File: src/hdl/ptimer_defs.svh
// Register offsets, field positions, reset values and timing constants
`ifndef PTIMER_DEFS_SVH
`define PTIMER_DEFS_SVH
// Byte offsets of the register words
`define OFF_MODE     8'h00
`define OFF_CLKSEL   8'h04
`define OFF_T0CTL    8'h08
`define OFF_T1CTL    8'h0c
`define OFF_RELOAD0  8'h10
`define OFF_RELOAD1  8'h14
`define OFF_COUNT0   8'h18
`define OFF_COUNT1   8'h1c
`define OFF_IRQEN    8'h20
`define OFF_IRQFLAG  8'h24
// Field positions
`define BIT_POLARITY 0
`define BIT_FILTER   1
`define BIT_EVENT    2
`define BIT_WIDTH16  3
`define BIT_SRC0     0
`define BIT_SRC1     1
`define BIT_OUTEN    2
`define BIT_OUT_CHANNEL_SELECT    3
`define BIT_RUN      0
`define BIT_RELOAD   1
`define RATIO_LO     2
// Reset values
`define RST_BYTE     8'h00
// Prescaler division lengths minus one
`define DIV4_MAX     8'h03
`define DIV32_MAX    8'h1f
`define DIV256_MAX   8'hff
// Filter tick: 2048 Hz from the 125 MHz clock
`define CLK_HZ       125000000
`define FILTER_HZ    2048
`define FILTER_DIV   (`CLK_HZ / `FILTER_HZ)
`endif

File: src/hdl/ptimer_pkg.sv
// Types shared by the programmable timer
package ptimer_pkg;
    // Bus handshake state, one-hot
    typedef enum logic [2:0] {
        bus_idle = 3'b001,
        bus_wresp = 3'b010,
        bus_rresp = 3'b100
    } bus_state_t;
endpackage

File: src/hdl/dual_prescaled_down_timer.sv
// Dual 8-bit / single 16-bit prescaled down timer with AXI4-Lite slave
// Function
// (RULE1) Source bit picks low or high oscillator
// (RULE2) Ratio field divides by 1, 4, 32, 256
// (RULE3) Run bit starts prescaler ticks and counting
// (RULE4) Event mode ignores timer 0 prescaler settings
// (RULE5) Underflow sets flag; enable gates request
// (RULE6) Output toggles on each selected underflow
// (RULE7) Channel select picks timer 0 or 1
// (RULE8) Output enable drives pin, else high
// (RULE9) Software keeps port data 1, hiz 0
// (RULE10) Enable gating unsynchronised, short pulse possible
// (RULE11) Timer 1 underflows halved clock serial
// (RULE12) Software computes reload from baud formula
// (RULE13) Width bit chains counters to 16 bits
// (RULE14) Reload strobe loads counter immediately
// (RULE15) In 16-bit mode timer 0 run rules
// (RULE16) Stop keeps count; run resumes from it
// (RULE17) Low nibble read latches high nibble
// (RULE18) Underflow reloads and drives the outputs it feeds; a timer 0 underflow never drives serial_clock
// (RULE19) Mode bit: 0 timer, 1 event count
// (RULE20) Polarity: 0 falling, 1 rising edges
// (RULE21) Filter accepts change at second 2048 Hz tick
// (RULE22) Software stabilises high oscillator first
// (RULE23) Timer 1 never counts events
// (RULE24) 16-bit underflow sets timer 1 flag
// (RULE25) High byte borrows on low byte wrap
//
// The register offsets and register access over AXI4-Lite were left to the implementer.
`include "ptimer_defs.svh"
`default_nettype none
module dual_prescaled_down_timer
    import ptimer_pkg::*;
(
    input wire logic aclk,
    input wire logic aresetn,
    input wire logic [7:0] s_axi_awaddr,
    input wire logic s_axi_awvalid,
    output logic s_axi_awready,
    input wire logic [31:0] s_axi_wdata,
    input wire logic [3:0] s_axi_wstrb,
    input wire logic s_axi_wvalid,
    output logic s_axi_wready,
    output logic [1:0] s_axi_bresp,
    output logic s_axi_bvalid,
    input wire logic s_axi_bready,
    input wire logic [7:0] s_axi_araddr,
    input wire logic s_axi_arvalid,
    output logic s_axi_arready,
    output logic [31:0] s_axi_rdata,
    output logic [1:0] s_axi_rresp,
    output logic s_axi_rvalid,
    input wire logic s_axi_rready,
    input wire logic low_speed_osc,
    input wire logic high_speed_osc,
    input wire logic event_input_pin,
    output logic shared_output_pin,
    output logic serial_clock,
    output logic t0_irq_request,
    output logic t1_irq_request
);

    // ---------------------------------------------------------------
    // State
    // ---------------------------------------------------------------
    typedef struct packed {
        bus_state_t bus;          // Handshake state
        logic aw_got;             // Write address held
        logic w_got;              // Write data held
        logic [7:0] waddr;        // Held write address
        logic [7:0] wdata;        // Held write data byte
        logic wstrb0;             // Held low lane strobe
        logic [1:0] bresp;        // Write response
        logic [31:0] rdata;       // Read data
        logic [1:0] rresp;        // Read response
        logic width16;            // Chained mode
        logic event_mode;         // Timer 0 counts pin edges
        logic filter_en;          // Noise rejector on
        logic polarity;           // 1 rising, 0 falling
        logic out_channel_select; // Output source timer
        logic out_enable;         // Pin driven from toggle
        logic [1:0] src;          // Per-timer source select
        logic [1:0] run;          // Per-timer run bits
        logic [1:0] ratio0;       // Timer 0 ratio
        logic [1:0] ratio1;       // Timer 1 ratio
        logic [7:0] reload0;      // Timer 0 reload data
        logic [7:0] reload1;      // Timer 1 reload data
        logic [7:0] cnt0;         // Timer 0 counter
        logic [7:0] cnt1;         // Timer 1 counter
        logic [3:0] hold0;        // Latched high nibble, timer 0
        logic [3:0] hold1;        // Latched high nibble, timer 1
        logic [1:0] irq_en;       // Interrupt enables
        logic [1:0] irq_flag;     // Sticky underflow flags
        logic [7:0] pre0;         // Prescaler 0 count
        logic [7:0] pre1;         // Prescaler 1 count
        logic [2:0] lso_sync;     // Low oscillator sync and last
        logic [2:0] hso_sync;     // High oscillator sync and last
        logic [1:0] ev_sync;      // Event pin synchroniser
        logic ev_level;           // Accepted pin level
        logic [15:0] fdiv;        // Filter tick divider
        logic [1:0] fticks;       // Ticks seen since change
        logic timer_out_signal;   // Output toggle
        logic serial_tgl;         // Serial clock toggle
        logic pin;                // Pin register
        logic [1:0] irq_req;      // Request outputs
    } state_t;

    state_t s;      // Registered state
    state_t next_s; // Next state

    logic lso_rise; // Low oscillator edge
    logic hso_rise; // High oscillator edge
    logic [1:0] src_edge; // Source edge per timer
    logic tick0;    // Timer 0 count pulse
    logic tick1;    // Timer 1 count pulse
    logic uf0;      // Timer 0 underflow
    logic uf1;      // Timer 1 (or chained) underflow
    logic sel_uf;   // Underflow feeding the output toggle
    logic wr_fire;  // Register write taking effect
    logic ftick;    // 2048 Hz tick
    logic ev_edge;  // Accepted event edge
    logic [7:0] rb; // Read-back byte

    // Prescaler terminal count from ratio field
    function automatic logic [7:0] div_max(input logic [1:0] r);
        case (r) // [RULE2]
            2'b11: div_max = `DIV256_MAX;
            2'b10: div_max = `DIV32_MAX;
            2'b01: div_max = `DIV4_MAX;
            default: div_max = 8'h00;
        endcase
    endfunction

    // ---------------------------------------------------------------
    // Next-state logic
    // ---------------------------------------------------------------
    always_comb begin
        next_s = s;
        rb = 8'h00;
        // Synchronisers: first stage read only by second
        next_s.lso_sync = {s.lso_sync[1:0], low_speed_osc};
        next_s.hso_sync = {s.hso_sync[1:0], high_speed_osc};
        next_s.ev_sync = {s.ev_sync[0], event_input_pin};
        lso_rise = s.lso_sync[1] & ~s.lso_sync[2];
        hso_rise = s.hso_sync[1] & ~s.hso_sync[2];
        // Source choice per timer
        src_edge[0] = s.src[0] ? hso_rise : lso_rise; // [RULE1]
        src_edge[1] = s.src[1] ? hso_rise : lso_rise; // [RULE1]

        // Filter tick divider
        ftick = (s.fdiv == 16'(`FILTER_DIV - 1));
        next_s.fdiv = ftick ? 16'h0000 : s.fdiv + 16'h0001;

        // Event level acceptance, with or without rejector
        ev_edge = 1'b0;
        if (s.ev_sync[1] == s.ev_level) begin
            next_s.fticks = 2'b00;
        end else if (!s.filter_en) begin
            next_s.ev_level = s.ev_sync[1];
            ev_edge = (s.ev_sync[1] == s.polarity); // [RULE20]
        end else if (ftick) begin
            if (s.fticks == 2'b01) begin // [RULE21]
                next_s.ev_level = s.ev_sync[1];
                next_s.fticks = 2'b00;
                ev_edge = (s.ev_sync[1] == s.polarity); // [RULE20]
            end else begin
                next_s.fticks = 2'b01;
            end
        end

        // Prescaler 0 runs from run bit 0 in either mode
        tick0 = 1'b0;
        if (s.run[0] && src_edge[0]) begin // [RULE3]
            if (s.pre0 >= div_max(s.ratio0)) begin
                next_s.pre0 = 8'h00;
                tick0 = 1'b1;
            end else begin
                next_s.pre0 = s.pre0 + 8'h01;
            end
        end
        // Event mode replaces timer 0 tick
        if (s.event_mode) begin // [RULE4] [RULE19]
            tick0 = s.run[0] & ev_edge;
        end
        // Timer 1 prescaler, never events
        tick1 = 1'b0;
        if (s.run[1] && src_edge[1] && !s.width16) begin // [RULE23]
            if (s.pre1 >= div_max(s.ratio1)) begin
                next_s.pre1 = 8'h00;
                tick1 = 1'b1;
            end else begin
                next_s.pre1 = s.pre1 + 8'h01;
            end
        end

        // Counters; stop only gates ticks [RULE16]
        uf0 = 1'b0;
        uf1 = 1'b0;
        if (s.width16) begin // [RULE13] [RULE15]
            if (tick0) begin
                if (s.cnt0 == 8'h00 && s.cnt1 == 8'h00) begin // [RULE25]
                    uf1 = 1'b1;
                    next_s.cnt0 = s.reload0;
                    next_s.cnt1 = s.reload1;
                end else begin
                    next_s.cnt0 = s.cnt0 - 8'h01;
                    if (s.cnt0 == 8'h00) begin // [RULE25]
                        next_s.cnt1 = s.cnt1 - 8'h01;
                    end
                end
            end
        end else begin
            if (tick0) begin
                if (s.cnt0 == 8'h00) begin // [RULE18]
                    uf0 = 1'b1;
                    next_s.cnt0 = s.reload0;
                end else begin
                    next_s.cnt0 = s.cnt0 - 8'h01;
                end
            end
            if (tick1) begin
                if (s.cnt1 == 8'h00) begin // [RULE18]
                    uf1 = 1'b1;
                    next_s.cnt1 = s.reload1;
                end else begin
                    next_s.cnt1 = s.cnt1 - 8'h01;
                end
            end
        end

        // Output toggle and serial clock from underflows
        sel_uf = s.out_channel_select ? uf1 : uf0; // [RULE7]
        if (sel_uf) begin // [RULE6]
            next_s.timer_out_signal = ~s.timer_out_signal;
        end
        if (uf1) begin // [RULE11]
            next_s.serial_tgl = ~s.serial_tgl;
        end
        // Pin gating, not aligned to the toggle [RULE10]
        next_s.pin = s.out_enable ? s.timer_out_signal : 1'b1; // [RULE8]

        // Bus channels
        if (s_axi_awvalid && s_axi_awready) begin
            next_s.aw_got = 1'b1;
            next_s.waddr = s_axi_awaddr;
        end
        if (s_axi_wvalid && s_axi_wready) begin
            next_s.w_got = 1'b1;
            next_s.wdata = s_axi_wdata[7:0];
            next_s.wstrb0 = s_axi_wstrb[0];
        end
        wr_fire = (s.bus == bus_idle) && s.aw_got && s.w_got;

        // Flags: hardware set wins over software clear [RULE5] [RULE24]
        if (wr_fire && s.wstrb0 && s.waddr == `OFF_IRQFLAG) begin
            next_s.irq_flag = s.irq_flag & ~s.wdata[1:0];
        end
        next_s.irq_flag = next_s.irq_flag | {uf1, uf0};
        next_s.irq_req = s.irq_flag & s.irq_en; // [RULE5]

        case (s.bus)
            bus_idle: begin
                if (wr_fire) begin
                    next_s.aw_got = 1'b0;
                    next_s.w_got = 1'b0;
                    next_s.bus = bus_wresp;
                    next_s.bresp = 2'b00;
                    if (s.wstrb0) begin
                        case (s.waddr)
                            `OFF_MODE: begin
                                next_s.polarity = s.wdata[`BIT_POLARITY];
                                next_s.filter_en = s.wdata[`BIT_FILTER];
                                next_s.event_mode = s.wdata[`BIT_EVENT];
                                next_s.width16 = s.wdata[`BIT_WIDTH16];
                            end
                            `OFF_CLKSEL: begin
                                next_s.src[0] = s.wdata[`BIT_SRC0];
                                next_s.src[1] = s.wdata[`BIT_SRC1];
                                next_s.out_enable = s.wdata[`BIT_OUTEN];
                                next_s.out_channel_select =
                                    s.wdata[`BIT_OUT_CHANNEL_SELECT];
                            end
                            `OFF_T0CTL: begin
                                next_s.run[0] = s.wdata[`BIT_RUN];
                                next_s.ratio0 = s.wdata[3:2];
                                if (s.wdata[`BIT_RELOAD]) begin // [RULE14]
                                    next_s.cnt0 = s.reload0;
                                end
                            end
                            `OFF_T1CTL: begin
                                next_s.run[1] = s.wdata[`BIT_RUN];
                                next_s.ratio1 = s.wdata[3:2];
                                if (s.wdata[`BIT_RELOAD]) begin // [RULE14]
                                    next_s.cnt1 = s.reload1;
                                end
                            end
                            `OFF_RELOAD0: next_s.reload0 = s.wdata;
                            `OFF_RELOAD1: next_s.reload1 = s.wdata;
                            `OFF_IRQEN: next_s.irq_en = s.wdata[1:0];
                            `OFF_IRQFLAG: begin
                                // Clear handled above
                            end
                            `OFF_COUNT0, `OFF_COUNT1: begin
                                // Read-only words
                            end
                            default: next_s.bresp = 2'b10;
                        endcase
                    end
                end else if (s_axi_arvalid) begin
                    next_s.bus = bus_rresp;
                    next_s.rresp = 2'b00;
                    case (s_axi_araddr)
                        `OFF_MODE: rb = {4'h0, s.width16, s.event_mode,
                            s.filter_en, s.polarity};
                        `OFF_CLKSEL: rb = {4'h0, s.out_channel_select,
                            s.out_enable, s.src[1], s.src[0]};
                        `OFF_T0CTL: rb = {4'h0, s.ratio0, 1'b0, s.run[0]};
                        `OFF_T1CTL: rb = {4'h0, s.ratio1, 1'b0, s.run[1]};
                        `OFF_RELOAD0: rb = s.reload0;
                        `OFF_RELOAD1: rb = s.reload1;
                        `OFF_COUNT0: begin
                            // Low nibble read latches high [RULE17]
                            rb = {s.cnt0[7:4], s.cnt0[3:0]};
                            next_s.hold0 = s.cnt0[7:4];
                        end
                        `OFF_COUNT1: begin
                            rb = {s.cnt1[7:4], s.cnt1[3:0]};
                            next_s.hold1 = s.cnt1[7:4]; // [RULE17]
                        end
                        8'h28: rb = {4'h0, s.hold0};
                        8'h2c: rb = {4'h0, s.hold1};
                        `OFF_IRQEN: rb = {6'h00, s.irq_en};
                        `OFF_IRQFLAG: rb = {6'h00, s.irq_flag};
                        default: next_s.rresp = 2'b10;
                    endcase
                    next_s.rdata = {24'h000000, rb};
                end
            end
            bus_wresp: begin
                if (s_axi_bready) begin
                    next_s.bus = bus_idle;
                end
            end
            bus_rresp: begin
                if (s_axi_rready) begin
                    next_s.bus = bus_idle;
                end
            end
            default: next_s.bus = bus_idle;
        endcase
        // In chained mode the timer 1 run bit is unused [RULE15]
        if (s.width16) begin
            next_s.pre1 = 8'h00;
        end
    end

    // ---------------------------------------------------------------
    // State register
    // ---------------------------------------------------------------
    always_ff @(posedge aclk) begin
        if (!aresetn) begin
            s <= '0;
            s.bus <= bus_idle;
            s.pin <= 1'b1;
            s.lso_sync <= 3'b000;
        end else begin
            s <= next_s;
        end
    end

    // Outputs from flip-flops; s_axi_arready decoded from bus state, aw_got and w_got
    assign s_axi_awready = ~s.aw_got;
    assign s_axi_wready = ~s.w_got;
    // One-hot state bits drive the response valids directly
    assign s_axi_bvalid = s.bus[1];
    assign s_axi_bresp = s.bresp;
    assign s_axi_arready = (s.bus == bus_idle) & ~(s.aw_got & s.w_got);
    assign s_axi_rvalid = s.bus[2];
    assign s_axi_rdata = s.rdata;
    assign s_axi_rresp = s.rresp;
    assign shared_output_pin = s.pin;
    assign serial_clock = s.serial_tgl;
    assign t0_irq_request = s.irq_req[0];
    assign t1_irq_request = s.irq_req[1];

    // ---------------------------------------------------------------
    // Assertions
    // ---------------------------------------------------------------
    a_flag_sets: assert property (@(posedge aclk) disable iff (!aresetn)
        uf0 |=> s.irq_flag[0]) else $error("flag 0 not set"); // [RULE5]
    a_req_gated: assert property (@(posedge aclk) disable iff (!aresetn)
        s.irq_req[1] |-> $past(s.irq_en[1])) // [RULE5]
        else $error("request not gated");
    a_out_toggle: assert property (@(posedge aclk) disable iff (!aresetn)
        sel_uf |=> s.timer_out_signal != $past(s.timer_out_signal))
        else $error("no toggle"); // [RULE6]
    a_pin_high: assert property (@(posedge aclk) disable iff (!aresetn)
        !s.out_enable |=> s.pin) else $error("pin not high"); // [RULE8]
    a_serial_uf: assert property (@(posedge aclk) disable iff (!aresetn)
        uf1 |=> $changed(s.serial_tgl)) // [RULE11]
        else $error("serial clock missed");
    a_stop_hold: assert property (@(posedge aclk) disable iff (!aresetn)
        (!s.run[0] && !wr_fire) |=> $stable(s.cnt0))
        else $error("count moved while stopped"); // [RULE16]
    a_reload_uf: assert property (@(posedge aclk) disable iff (!aresetn)
        (uf0 && !wr_fire) |=> s.cnt0 == $past(s.reload0))
        else $error("no reload"); // [RULE18]
    a_t1_no_event: assert property (@(posedge aclk) disable iff (!aresetn)
        tick1 |-> (src_edge[1] && !s.width16)) // [RULE23]
        else $error("timer 1 bad tick");
    a_chain_flag: assert property (@(posedge aclk) disable iff (!aresetn)
        s.width16 |-> !uf0) else $error("t0 flag in 16-bit"); // [RULE24]
    c_uf0: cover property (@(posedge aclk) uf0);
    c_uf1_chain: cover property (@(posedge aclk) uf1 && s.width16);
    c_event: cover property (@(posedge aclk) ev_edge && s.event_mode);
    c_pin: cover property (@(posedge aclk) s.out_enable && !s.pin);

endmodule
`default_nettype wire

File: config.mk
export PLATFORM = sky130hd
export DESIGN_NAME = dual_prescaled_down_timer
export DESIGN_NICKNAME = d
export VERILOG_FILES = /design/src/hdl/ptimer_pkg.sv /design/src/hdl/dual_prescaled_down_timer.sv
export VERILOG_INCLUDE_DIRS = /design/src /design/src/hdl
export SDC_FILE = /design/constraint.sdc
export NUM_CORES = 1
export LEC_CHECK = 0
export BUFFER_PORTS_ARGS = -buffer_cell sky130_fd_sc_hd__buf_2
export CAP_MARGIN = 40
export CORE_MARGIN = 2
export CORE_UTILIZATION = 50
export DETAILED_ROUTE_END_ITERATION = 8
export GPL_TIMING_DRIVEN = 1
export HOLD_SLACK_MARGIN = 0.12
export PLACE_DENSITY = 0.73
export SYNTH_ARGS = -nofsm -noshare
export SYNTH_HDL_FRONTEND = slang
export SYNTH_SLANG_ARGS = --single-unit
File: constraint.sdc
create_clock -name aclk -period 3.9 [get_ports aclk]
set_input_delay 0 -clock aclk [delete_from_list [all_inputs] [get_ports aclk]]
set_output_delay 0 -clock aclk [all_outputs]
set_load 0.1 [all_outputs]
Word level (Yosys, flattened, before mapping) --
Index checks and enable logic that the tools add are counted. Widths: inputs -> output; s select.
Storage, ports and cells: bits in read-only memories 0, word-level logic and storage cells 205, latch bits 0, register bits 140, bits of input ports 62, output and inout port bits 45, memory bits (writable) 0, memories kept 0
Cells by class: order comparisons 2, div/mod/pow operators 0, reduce and logical (&&, ||, !) cells 35, muxes and demuxes 66, equal/unequal tests 38, $mul 0, shift operators 0, bitwise gates (word level) 19, $add $sub $neg 5
Operator list (count):
- $mux 8 | 15
- $pmux 8 s12 | 1
- $mux 16 | 5
- $eq 8x5->1 const B | 8
- $eq 8x6->1 const B | 6
- $pmux 8 s3 | 2
- $reduce_and 4->1 | 9
- $eq 8x4->1 const B | 4
- $logic_not 8->1 | 4
- $mux 1 | 26
- $mux 26 | 1
- $mux 2 | 9
- $add 16x1->16 const B | 1
- $add 8x1->8 const B | 2
- $eq 16x16->1 const B | 1
- $eq 8x3->1 const B | 2
- $ge 8x8->1 | 2
- $sub 8x1->8 const B | 2
- $mux 3 | 4
- $reduce_or 12->1 | 1
- $logic_and 1x1->1 | 10
- $not 1->1 | 10
- $reduce_or 10->1 | 1
- $pmux 3 s3 | 1
- 18 further kinds | 38

Longest topological paths before layout --
word-level depth 16, gate-level depth with buffers 11

Worst setup path before layout --
No wires, ideal clock.
path kind register to register, start register s (netlist bit s_axi_bvalid), end register s[55] (netlist name), period minus slack after synthesis 3.996 ns, required time 3.772 ns, slack -0.096 ns, data arrival time 3.868 ns, stages on the path, launching flop included 7, cell sequence dfxtp_1 > nor3b_2 > nor2b_1 > nand2_1 > nor3_1 > mux2i_1 > nor2_1
On the way: cells in the longest elaborated chain, start to end 5
RTL lines:
- from (decl) | line dual_prescaled_down_timer.sv:108 | state_t s;
- from (signal assigned) | line dual_prescaled_down_timer.sv:367 | s <= next_s;
- $eq 3x1->1 (*) | line dual_prescaled_down_timer.sv:252, dual_prescaled_down_timer.sv:261
- $logic_and 1x1->1 (2 in a row) | line dual_prescaled_down_timer.sv:252 | wr_fire = (s.bus == bus_idle) && s.aw_got && s.w_got;
- $not 1->1 (no source line)
- $reduce_and 4->1 (no source line) (*)
Mark *: on every way between the ends. The rest lies on a longest branch, timed or not. A chain may end at the register's enable or synchronous reset.

Final worst setup path --
start register s[95] (netlist name), end register s[69] (netlist name)
On the way: cells in the longest elaborated chain, start to end 14
RTL lines:
- $eq 2x1->1 / $eq 2x2->1 (equally long branches) | line dual_prescaled_down_timer.sv:126 | case (r)
- $pmux 8 s3 (*) | line dual_prescaled_down_timer.sv:126
- $mux 8 (*) | line dual_prescaled_down_timer.sv:173 | if (s.run[0] && src_edge[0]) begin
- $ge 8x8->1 (*) | line dual_prescaled_down_timer.sv:174 | if (s.pre0 >= div_max(s.ratio0)) begin
- $mux 1 (*) | line dual_prescaled_down_timer.sv:174
- $mux 1 (*) | line dual_prescaled_down_timer.sv:173
- $mux 1 (*) | line dual_prescaled_down_timer.sv:182 | if (s.event_mode) begin
- $mux 8 / $mux 16 (equally long branches) | line dual_prescaled_down_timer.sv:213, dual_prescaled_down_timer.sv:200
- $mux 16 (*) | line dual_prescaled_down_timer.sv:199 | if (s.width16) begin
- $mux 8 | line dual_prescaled_down_timer.sv:286 | if (s.wdata[`BIT_RELOAD]) begin
- $mux 8 | line dual_prescaled_down_timer.sv:269 | case (s.waddr)
- $mux 16 | line dual_prescaled_down_timer.sv:268 | if (s.wstrb0) begin
- $mux 16 | line dual_prescaled_down_timer.sv:263 | if (wr_fire) begin
- $mux 26 (*) | line dual_prescaled_down_timer.sv:261 | case (s.bus)
Mark *: on every way between the ends. The rest lies on a longest branch, timed or not. The select of a mux whose other input is x is not followed.

==> results by group <==
Outcome
  – Status: finished clean

STA
  – Number of max-slew violations in the final report: 0
  – Number of endpoints failing setup at the final stage: 0
  – Largest clock skew in the final design: 0.00583 ns
  – Actual slew at the worst max-slew pin: 0.897 ns
  – Final clock period utilization by the worst path: 73.5%
  – RSZ-0062 raised after global routing: no
  – Highest clock frequency the design can meet: 349 MHz
  – Slew margin rel.: 40.1%
  – Time the final worst path needs with I/O delays and setup: 2.87 ns
  – Final count of hold timing violations: 0
  – Final sum of negative setup slack: 0 ns

CTS
  – CTS Buffer Depth: 2
  – Clock transition at the registers of the reported paths: 0.06 ns
  – Total of cells resized after clock tree synthesis: 0
  – Clock tree from TritonCTS: done
  – Postcts setup bufs: 0
  – Cts bufs inserted: 17
  – Worst-skew pair later-pin latency: 0.42 ns
  – Cell at the root of the clock tree: clkbuf_16
  – Number of clock sinks: 137
  – Number of levels the H-tree was split into: 4

Finish
  – Total inserted antenna cells: 0
  – Nets@finish: 1017
  – Signed area change from the synthesized netlist to the final layout: 15.7%
  – Layout cell share with drive strength beyond 1: 12.1%
  – Post-layout util: 59.5%

Critical path
  – Kind of start point of the critical path: register
  – Capture point of the worst reg-to-reg path: s[69]
  – R2r setup slk: 1.03 ns
  – Critical path class: reg2reg
  – Worst Path Max Fanout: 11
  – Nature of the critical path endpoint: register
  – Worst reg-to-reg path cell count: 10
  – Reg2Reg Launch Point: s[95]
  – Startpoint of the worst setup timing path: s[95]
  – Capture point of the critical path: s[69]
  – CP Data Required Time: 4.23 ns
  – Arrival @ worst endpoint: 3.20 ns

Floorplanning
  – Number of primary I/O pins: 107
  – Placeable core region: 13900 µm²
  – Floorplan row count: 43
  – Die Span X: 124 µm
  – Die area: 15300 µm²
  – Vertical extent of the die: 124 µm
  – Initial core utilization: 51.5%

Logic synthesis
  – Top post-synthesis cells by area: dfxtp_1, nand2_1, nor2_1
  – Register bit count reported by yosys: 137
  – Synth area leader: dfxtp_1
  – Mean area per synthesized cell: 8.15 µm²
  – Post-synthesis cell area: 7170 µm²
  – Proportion of synthesized chip area in sequential cells: 38.3%
  – Synthesis warning total: 0
  – Leading cell types by count after synthesis: dfxtp_1, nand2_1, nor2_1, a21oi_1, buf_4
  – Count of flip-flops with a built-in enable after synthesis: 0
  – Async SR Flop Fraction: 0%
  – Cell count after synthesis: 880
  – Most numerous cell in the Yosys netlist: dfxtp_1
  – Count of distinct cell types in the synthesized netlist: 79
  – Primary flip-flop cell chosen by synthesis mapping: dfxtp_1
  – Share of Yosys cell area claimed by the top area cell type: 38.3%

Routing
  – Number of nets with antenna violations after detailed routing: 0
  – Drt initial violations: 488
  – Avg Vias per Cell: 5.73
  – Detailed Routing Iterations Pass 1: 6
  – Vias after detailed routing: 6448
  – Average wire per cell in the routed design: 16.4 µm
  – Post-detailed-routing wire length: 18500 µm
  – Remaining DRCs: 0

Flow run
  – MaxCap Viol Count: 0

Power and ir drop
  – Total power divided by cell area: 431 nW/µm²
  – Maximum VDD drop: 0.000288 V
  – Final Power: 0.00358 W
  – Static leakage: 3.15 nW

Global route
  – Global-route total usage across every layer: 24.9%
  – First-pass GRT wire length: 29300 µm
  – Number of antenna violations at the first check in global routing: 0
  – Via count of the first global-routing pass: 5829
  – Pin count of the biggest net entering global routing: 38
  – Global route total overflow: 0

Place
  – Buffers added on ports: 53
  – Placer Congestion: 1.02
  – DPL Wire Length: 12900 µm

Worst hold path
  – HP Class: in2reg
-- area by class of cell --
cell class / count / area, µm²
clock buffers: 20 / 437
clock inverters: 11 / 220
fillers: 1246 / 5640
inverters: 23 / 86.3
multi-input cells: 663 / 3970
flip-flops and latches: 137 / 2740
well taps: 180 / 225
repair buffers: 91 / 618
-- layout by cell type, fill, tap and decap left out, drive strengths merged, types with 6 or more instances in the layout --
master,count
dfxtp,137
nand2,118
nor2,106
a21oi,72
buf,63
nand3,35
mux2i,31
dlygate4sd3,28
conb,26
inv,24
ha,22
xor2,21
o21ai,21
clkbuf,20
and3,18
nor3,17
nand4,16
and2,13
xnor2,9
a22oi,8
a31oi,7
nor2b,7
a221oi,7
a211oi,7
nor4,7
or3,6
bufinv,6
o22ai,6
-- what timing repair did --
item,in CTS,in global routing
setup endpoints to repair,0,0
hold buffers,28,0
hold endpoints to repair,26,0
-- through the flow --
step	instances	worst slack [ns]	hold WS (ns)	cell area [µm²]
final	1125	1.03	0.173	8290
after global routing	1125	0.848	0.187	8290
after CTS	1125	1.05	0.144	8290
after detailed placement	1066	1.09	0.211	7360
after global placement	1065	1.10	0.207	7350
after floorplan	905	0.576	0.116	7270
-- sequential cells by signal, summed over array words and instances (netlist names) --
name               flops
t0_irq_request         1
s_axi_rresp            1
shared_output_pin      1
s_axi_bresp            1
serial_clock           1
t1_irq_request         1
s_axi_rdata            8
s_axi_bvalid           1
s_axi_rvalid           1
s                    116
next_s                 5
-- power by group --
part           leakage [nW]  internal (W)  switching [W]
clock network         0.307       0.00120       0.000617
registers              1.11       0.00142      0.0000261
logic                  1.74     0.0000716       0.000243
-- cells by family after synthesis --
family / after synthesis / synth area share, %
AOI/OAI and AO/OA: 177 / 16.5
muxes: 32 / 4.49
other: 1 / 0.0523
DFF: 137 / 38.3
adders and majority gates: 22 / 3.84
buffers and inverters: 105 / 7.78
and+or+nand+nor: 376 / 25.4
xor gates and xnor gates: 30 / 3.67
-- per-layer routing --
metal | part of all wire (%) | global-route usage, % | up-vias
li1 | - | - | 3151
met1 | 44 | 33.3 | 3000
met2 | 46 | 38.7 | 260
met3 | 7.4 | 5.72 | 37
met4 | 2.7 | 10.3 | 0
met5 | 0 | 0 | -
-- worst max-delay path, stage by stage (launching register included) --
cell and delay (ns):
dfxtp_1 0.34, nor2_1 0.16, ha_1 0.25, o211a_1 0.23, o31a_1 0.10, o311a_1 0.34, o21bai_1 0.14, buf_4 0.20
and2_1 0.43, o21ai_1 0.26, a221oi_1 0.32
-- how the worst min path moves through the flow --
| stage | start | to | slack, ns | cells past startpoint |
|---|---|---|---|---|
| 6_report | aresetn | shared_output_pin | 0.17 | 2 |
| 2_1_floorplan | s_axi_wvalid | s[159] | 0.12 | 2 |
| 4_1_cts | aresetn | shared_output_pin | 0.14 | 2 |
| 5_1_grt | aresetn | shared_output_pin | 0.19 | 2 |
| 3_5_place_dp | event_input_pin | next_s[25] | 0.21 | 2 |
| 3_3_place_gp | event_input_pin | next_s[25] | 0.21 | 2 |
(Power assumes the default switching activity.)
